<file path="config.mk">
export PLATFORM = sky130hd
export DESIGN_NAME = scp_prescaler
export DESIGN_NICKNAME = d
export VERILOG_FILES = /design/src/scp_pkg.sv /design/src/scp_div_if.sv /design/src/scp_divider.sv /design/src/scp_prescaler.sv
export VERILOG_INCLUDE_DIRS = /design/src
export SDC_FILE = /design/constraint.sdc
export NUM_CORES = 1
export LEC_CHECK = 0
export ABC_AREA = 1
export BUFFER_PORTS_ARGS = -buffer_cell sky130_fd_sc_hd__buf_2
export CAP_MARGIN = 20
export CORE_MARGIN = 2
export CORE_UTILIZATION = 49
export DETAILED_ROUTE_END_ITERATION = 10
export HOLD_SLACK_MARGIN = 0.1
export PLACE_DENSITY = 0.72
export SKIP_LAST_GASP = 1
export SLEW_MARGIN = 5
export SYNTH_ARGS = -nofsm -noshare
export SYNTH_HDL_FRONTEND = slang
export SYNTH_SLANG_ARGS = --single-unit
</file>
<file path="constraint.sdc">
create_clock -name ref_clk -period 2.5 [get_ports ref_clk]
set_input_delay 0.5 -clock ref_clk [delete_from_list [all_inputs] [get_ports ref_clk]]
set_output_delay 0.5 -clock ref_clk [all_outputs]
set_load 0.01 [all_outputs]
</file>
<file path="src/scp_regs.svh">
// Register map and timing constants for the system clock prescaler
`ifndef SCP_REGS_SVH
`define SCP_REGS_SVH

`define SCP_CTRL_ADDR 8'h61
`define SCP_UNLOCK_BIT 7
`define SCP_CODE_MSB 3
`define SCP_CODE_LSB 0
`define SCP_CODE_RESET_FUSE 4'h3
`define SCP_CODE_RESET_PLAIN 4'h0
`define SCP_CODE_MAX 4'h8
`define SCP_UNLOCK_CYCLES 3'h4
`define SCP_OTHER_BITS_MASK 8'h7f

`endif

</file>
<file path="src/scp_pkg.sv">
// Types shared by the system clock prescaler modules
package scp_pkg;
	typedef logic [3:0] scp_code_t;
	typedef logic [7:0] scp_byte_t;
	typedef enum logic [1:0] {
		SCP_LOCKED,
		SCP_UNLOCKED
	} scp_lock_state_t;
endpackage

</file>
<file path="src/scp_div_if.sv">
// Interface between prescaler control and the clock divider core
`timescale 1ns/1ps
interface scp_div_if;
	logic [3:0] code;
	logic tick;
	logic clk_level;
	modport ctrl (output code, input tick, input clk_level);
	modport core (input code, output tick, output clk_level);
endinterface

</file>
<file path="src/scp_divider.sv">
// Power-of-two divider producing the system clock enable and level
`timescale 1ns/1ps
`include "scp_regs.svh"
module scp_divider (
	input wire logic ref_clk,
	input wire logic reset,
	scp_div_if.core div
);
	import scp_pkg::*;

	logic [7:0] cnt;
	logic [7:0] next_cnt;
	scp_code_t active_code;
	scp_code_t next_active_code;
	logic tick;
	logic next_tick;
	logic lvl;
	logic next_lvl;

	function automatic logic [7:0] period_last(input scp_code_t c);
		logic [8:0] p;
		p = 9'h001 << c;
		period_last = 8'(p - 9'h001);
	endfunction

	// ---------------------------------------------
	// Counter, code is only adopted at period end
	// ---------------------------------------------
	always_comb begin
		next_cnt = cnt + 8'h01;
		next_active_code = active_code;
		next_tick = 1'b0;
		next_lvl = lvl;
		if (cnt >= period_last(active_code)) begin
			// Switching only at a boundary keeps every pulse whole
			next_cnt = 8'h00;
			next_tick = 1'b1;
			next_active_code = div.code;
		end
		// High for the first half of each period; ratio 1 stays high
		if (active_code == 4'h0) begin
			next_lvl = 1'b1;
		end else if (cnt >= period_last(active_code)) begin
			next_lvl = 1'b1;
		end else if (cnt == (period_last(active_code) >> 1)) begin
			next_lvl = 1'b0;
		end
	end

	always_ff @(posedge ref_clk) begin
		if (reset) begin
			cnt <= 8'h00;
			active_code <= `SCP_CODE_RESET_PLAIN;
			tick <= 1'b0;
			lvl <= 1'b1;
		end else begin
			cnt <= next_cnt;
			active_code <= next_active_code;
			tick <= next_tick;
			lvl <= next_lvl;
		end
	end

	assign div.tick = tick;
	assign div.clk_level = lvl;
endmodule

</file>
<file path="src/scp_prescaler.sv">
// System clock prescaler: control register, unlock timer and divider
`timescale 1ns/1ps
`include "scp_regs.svh"
// How it works
// - Apart from the fuse load after reset, the select code takes a new value only while the unlock bit is set.
// - A write setting the unlock bit counts only if all other bits are zero.
// - Unlock clears four cycles after being set, or when the code is written.
// - Rewriting unlock during its timeout neither restarts nor clears it.
// - Code n divides the source clock by 2**n for 0..8; 9 and up reserved.
// - The ratio may change at run time and the divided clock feeds all.
// - Reset loads code 0; the first clock after release loads 3 with the divide-eight fuse set, else 0.
// - Software may write any code 0..8 whatever the fuse says.
module scp_prescaler (
	input wire logic ref_clk,
	input wire logic reset,
	input wire logic reset_divide_eight_fuse,
	input wire logic [7:0] reg_addr,
	input wire logic reg_wr,
	input wire logic reg_rd,
	input wire scp_pkg::scp_byte_t reg_wdata,
	output scp_pkg::scp_byte_t reg_rdata,
	output logic sys_clk_en,
	output logic sys_clk_level,
	output logic divider_change_unlock,
	output scp_pkg::scp_code_t divider_select_code
);
	import scp_pkg::*;

	scp_div_if div ();

	scp_lock_state_t state;
	scp_lock_state_t next_state;
	logic [2:0] unlock_cnt;
	logic [2:0] next_unlock_cnt;
	logic unlock_flag;
	logic next_unlock_flag;
	scp_code_t code;
	scp_code_t next_code;
	logic fuse_pending;
	logic next_fuse_pending;
	scp_byte_t rdata;
	scp_byte_t next_rdata;
	logic clk_en_q;
	logic next_clk_en_q;
	logic clk_lvl_q;
	logic next_clk_lvl_q;

	logic hit_wr;
	logic hit_rd;
	logic unlock_req;
	logic code_wr;

	// ---------------------------------------------
	// Decode helpers
	// ---------------------------------------------
	function automatic logic is_ctrl_addr(input logic [7:0] a);
		is_ctrl_addr = (a == `SCP_CTRL_ADDR);
	endfunction

	function automatic logic is_legal_code(input scp_code_t c);
		is_legal_code = (c <= `SCP_CODE_MAX);
	endfunction

	function automatic scp_code_t fuse_code(input logic f);
		fuse_code = f ? `SCP_CODE_RESET_FUSE : `SCP_CODE_RESET_PLAIN;
	endfunction

	// Same layout read back whether the window is open or not
	function automatic scp_byte_t read_image(input logic u,
		input scp_code_t c);
		read_image = 8'h00;
		read_image[`SCP_UNLOCK_BIT] = u;
		read_image[`SCP_CODE_MSB:`SCP_CODE_LSB] = c;
	endfunction

	// ---------------------------------------------
	// Register bus decode
	// ---------------------------------------------
	assign hit_wr = reg_wr && is_ctrl_addr(reg_addr);
	assign hit_rd = reg_rd && is_ctrl_addr(reg_addr);
	// Setting unlock needs the rest of the byte written as zero
	assign unlock_req = hit_wr && reg_wdata[`SCP_UNLOCK_BIT] &&
		((reg_wdata & `SCP_OTHER_BITS_MASK) == 8'h00);
	// Every other write to the register counts as a code write
	assign code_wr = hit_wr && !unlock_req;

	// ---------------------------------------------
	// Unlock window
	// ---------------------------------------------
	always_comb begin
		next_state = state;
		next_unlock_cnt = unlock_cnt;
		case (state)
			SCP_LOCKED: begin
				if (unlock_req) begin
					next_state = SCP_UNLOCKED;
					next_unlock_cnt = `SCP_UNLOCK_CYCLES;
				end
			end
			SCP_UNLOCKED: begin
				// A rewrite of unlock falls through, count not reloaded and keeps running down
				if (code_wr) begin
					next_state = SCP_LOCKED;
					next_unlock_cnt = 3'h0;
				end else if (unlock_cnt == 3'h1) begin
					next_state = SCP_LOCKED;
					next_unlock_cnt = 3'h0;
				end else begin
					next_unlock_cnt = unlock_cnt - 3'h1;
				end
			end
			default: begin
				next_state = SCP_LOCKED;
				next_unlock_cnt = 3'h0;
			end
		endcase
		// Own flop so the status pin carries no decode
		next_unlock_flag = (next_state == SCP_UNLOCKED);
	end

	always_ff @(posedge ref_clk) begin
		if (reset) begin
			state <= SCP_LOCKED;
			unlock_cnt <= 3'h0;
			unlock_flag <= 1'b0;
		end else begin
			state <= next_state;
			unlock_cnt <= next_unlock_cnt;
			unlock_flag <= next_unlock_flag;
		end
	end

	// ---------------------------------------------
	// Divider select code
	// ---------------------------------------------
	always_comb begin
		next_code = code;
		next_fuse_pending = 1'b0;
		// Strap caught on the first clock after reset release
		if (fuse_pending) begin
			next_code = fuse_code(reset_divide_eight_fuse);
		end
		// Taken only inside the window
		if ((state == SCP_UNLOCKED) && code_wr) begin
			// Reserved codes ignored so ratio stays 1..256
			if (is_legal_code(reg_wdata[`SCP_CODE_MSB:`SCP_CODE_LSB])) begin
				next_code = reg_wdata[`SCP_CODE_MSB:`SCP_CODE_LSB];
			end
		end
	end

	always_ff @(posedge ref_clk) begin
		if (reset) begin
			code <= `SCP_CODE_RESET_PLAIN;
			fuse_pending <= 1'b1;
		end else begin
			code <= next_code;
			fuse_pending <= next_fuse_pending;
		end
	end

	// ---------------------------------------------
	// Read port
	// ---------------------------------------------
	always_comb begin
		next_rdata = rdata;
		if (hit_rd) begin
			next_rdata = read_image(unlock_flag, code);
		end else if (reg_rd) begin
			// Unmapped addresses read as zero
			next_rdata = 8'h00;
		end
	end

	always_ff @(posedge ref_clk) begin
		if (reset) begin
			rdata <= 8'h00;
		end else begin
			rdata <= next_rdata;
		end
	end

	// ---------------------------------------------
	// Divider
	// ---------------------------------------------
	assign div.code = code;

	scp_divider u_div (
		.ref_clk(ref_clk),
		.reset(reset),
		.div(div)
	);

	// ---------------------------------------------
	// System clock output stage
	// ---------------------------------------------
	// Retimed so the top-level outputs leave straight from flops
	always_comb begin
		next_clk_en_q = div.tick;
		next_clk_lvl_q = div.clk_level;
	end

	always_ff @(posedge ref_clk) begin
		if (reset) begin
			clk_en_q <= 1'b0;
			clk_lvl_q <= 1'b1;
		end else begin
			clk_en_q <= next_clk_en_q;
			clk_lvl_q <= next_clk_lvl_q;
		end
	end

	// ---------------------------------------------
	// Top-level outputs
	// ---------------------------------------------
	assign reg_rdata = rdata;
	assign sys_clk_en = clk_en_q;
	assign sys_clk_level = clk_lvl_q;
	assign divider_change_unlock = unlock_flag;
	assign divider_select_code = code;
endmodule

</file>
==> impl_results.md <==
* Status: complete, no violations
* Final cycle utilization of the critical path at 0.894
* Max-cap violations at 0
* FF+latch area at 642 um^2
* Clock transition at path regs at 70 ps
* Type of origin of the critical path: register
* Synth-to-Final Area Change at 18.3%
* Critical-path maximum fanout at 6
* CP Class: reg2reg
* Total power at 1.49 mW
* Clock Skew at 5.48 ps
* H-tree depth at 2
* Avg Inst Size Synth at 6.67 um^2
* CP Capture Type: register
* Critical Path RT at 2710 ps
* Root Driver: clkbuf_8
* Multi-input combinational cell area at 1010 um^2
* Hold Crit Endpoint: sys_clk_en
* Starting Density at 0.505
* Core Rows at 22
* Netlist Area Pre-Place at 1840 um^2
* Largest net degree at the start of global routing at 16
* Cells on worst reg2reg path at 14
* Vias in the first global route at 1621
* Mapped Cells at 275
* Setup TNS at 0 ps
* Fin. Hold Viols at 0
* Fmax at 448 MHz
* Hold depth at 2
* Via Count at 1791
* Finish-stage setup viols at 0
* Worst-Skew Late Latency at 270 ps
* CTS Hold Bufs at 0
* Worst-case clock buffer depth at 2
* DP HPWL at 3040 um
* Core Footprint at 3630 um^2
* RSZ-0062 raised after global routing: no
* Count of different cell masters after synthesis at 24
* First-pass GRT wire length at 6710 um
* PortBufs at 32
* Critical Path AT at 2440 ps
* R2R Path End: u_div.active_code[0]
* WHS at 410 ps
* Wirelength per Cell at 10.4 um
* Initial antenna violation count at 0
* Filler cell count at 370
* DRT iter0 DRCs at 136
* Clock sinks at 32
* Worst hold path startpoint: u_div.div.tick
* Final design utilization at 0.598
* Layout Nets at 349
* Pre-antenna DRT Iters at 5
* Die Area at 4250 um^2
* Type of the worst min-delay path: reg2reg
* Inserted Diodes at 0
* Tmin final at 2230 ps
* Post-synthesis register bit count at 32
* Sequential fraction of the synthesis area at 0.349
* Warnings from Yosys at 0
* Residual DRC at 0
* Final Slew Violations at 0
* Reg2reg start: u_div.active_code[3]
* Total CTS buffers at 5
* PD cells at 684 nW/um^2
* Peak VDD IR at 234 uV
* Via/cell ratio at 4.91
* Register-to-Register Setup Slack at 270 ps
* Die width at 65.2 um
* GRT overflow at 0
* DIE HEIGHT at 65.2 um
* Gr usage total at 0.202
* Routability Congestion at 0.894
* Layout cell share with drive strength beyond 1 at 0.155
* I/O pins at 36
* Routed Antenna Nets at 0
* CTS tree: done
* Static Leak at 1.05 nW
* Routed WL at 3810 um
==> how the worst max path moves through the flow <==
stage                         start                    to  depth (start not counted)
2_1_floorplan  u_div.active_code[3]  u_div.active_code[2]                         14
3_3_place_gp   u_div.active_code[3]  u_div.active_code[1]                         14
3_5_place_dp   u_div.active_code[3]  u_div.active_code[0]                         14
4_1_cts        u_div.active_code[3]  u_div.active_code[2]                         14
5_1_grt        u_div.active_code[3]  u_div.active_code[1]                         14
6_report       u_div.active_code[3]  u_div.active_code[0]                         14
==> Yosys cell counts <==
cell type / count / share of area
nand2_1: 77 / 0.16
inv_1: 38 / 0.078
dfxtp_1: 32 / 0.35
nand3_1: 29 / 0.079
nor2_1: 24 / 0.049
a21oi_1: 20 / 0.055
ha_1: 12 / 0.082
o21ai_0: 10 / 0.027
nor3_1: 6 / 0.016
xor2_1: 6 / 0.029
nand4_1: 5 / 0.017
buf_4: 3 / 0.012
o21bai_1: 2 / 0.0082
and3_1: 1 / 0.0034
buf_2: 1 / 0.0027
clkbuf_1: 1 / 0.0020
clkbuf_8: 1 / 0.0075
clkinv_1: 1 / 0.0020
conb_1: 1 / 0.0020
nand2_2: 1 / 0.0034
nor2_2: 1 / 0.0034
nor2_4: 1 / 0.0061
o21a_1: 1 / 0.0041
xnor2_1: 1 / 0.0048
==> critical path, stage by stage (launching register included) <==
cell and delay, ps:
dfxtp_2 360, nor2_4 160, nand2_1 110, ha_1 240, nand2_1 80, nor2_1 50, nand2_1 80, nand2_1 60
ha_1 260, nand2_1 80, o21ai_0 80, a21oi_1 160, nand3_1 130, buf_4 180, o21ai_0 130
==> flip-flops by register name, indices dropped and copies added, names as in the netlist <==
name and count:
divider_change_unlock 1, divider_select_code 4, fuse_pending 1, reg_rdata 5
state 2, sys_clk_en 1, sys_clk_level 1, u_div.active_code 4
u_div.cnt 8, u_div.div.clk_level 1, u_div.div.tick 1, unlock_cnt 3
==> final cells by class <==
| cell class | instances | area share |
|---|---|---|
| clock buffers | 5 | 0.0317 |
| clock inverters | 3 | 0.0196 |
| inverters | 39 | 0.0674 |
| multi-input cells | 201 | 0.467 |
| flip-flops and latches | 32 | 0.296 |
| well taps | 48 | 0.0276 |
| repair buffers | 37 | 0.0910 |
==> layout by cell type (no fill, tap or decap), types with 6 or more instances in the layout <==
master	n
nand2_1	77
inv_1	38
buf_2	32
dfxtp_1	31
nand3_1	29
nor2_1	24
a21oi_1	20
ha_1	12
o21ai_0	10
nor3_1	6
xor2_1	6
==> stage by stage <==
step           cells  setup WS, ps  cell area [um^2]
6_report         365           266              2170
5_1_grt          365          42.8              2170
4_1_cts          363           154              2160
3_5_place_dp     355           177              2040
3_3_place_gp     355           265              2040
2_1_floorplan    278           389              1850
==> cell families after synthesis <==
family / synth area share
AOI/OAI and AO/OA: 0.0941
xor gates and xnor gates: 0.0334
adders and majority gates: 0.0818
buffers and inverters: 0.104
DFF: 0.349
other: 0.00204
and+or+nand+nor: 0.335
==> layer usage <==
| metal | vias up | part of all wire | GRT usage |
|---|---|---|---|
| li1 | 959 | - | - |
| met1 | 785 | 0.51 | 0.262 |
| met2 | 43 | 0.44 | 0.327 |
| met3 | 4 | 0.048 | 0.0531 |
| met4 | 0 | 0.010 | 0.0625 |
| met5 | - | 0 | 0 |
==> power breakdown <==
group	internal, mW	switching, mW	total, mW	leakage (nW)
Sequential	0.544	0.0287	0.573	0.260
Clock	0.295	0.184	0.479	0.0541
Combinational	0.168	0.266	0.435	0.733
Total	1.01	0.479	1.49	1.05
==> timing repair <==
action                                  4_1_cts  5_1_grt
setup buffers                                 0        2
resized for setup                             0        1
endpoints found under the setup margin        0       14
No activity file was read; power rests on OpenSTA's default activity.
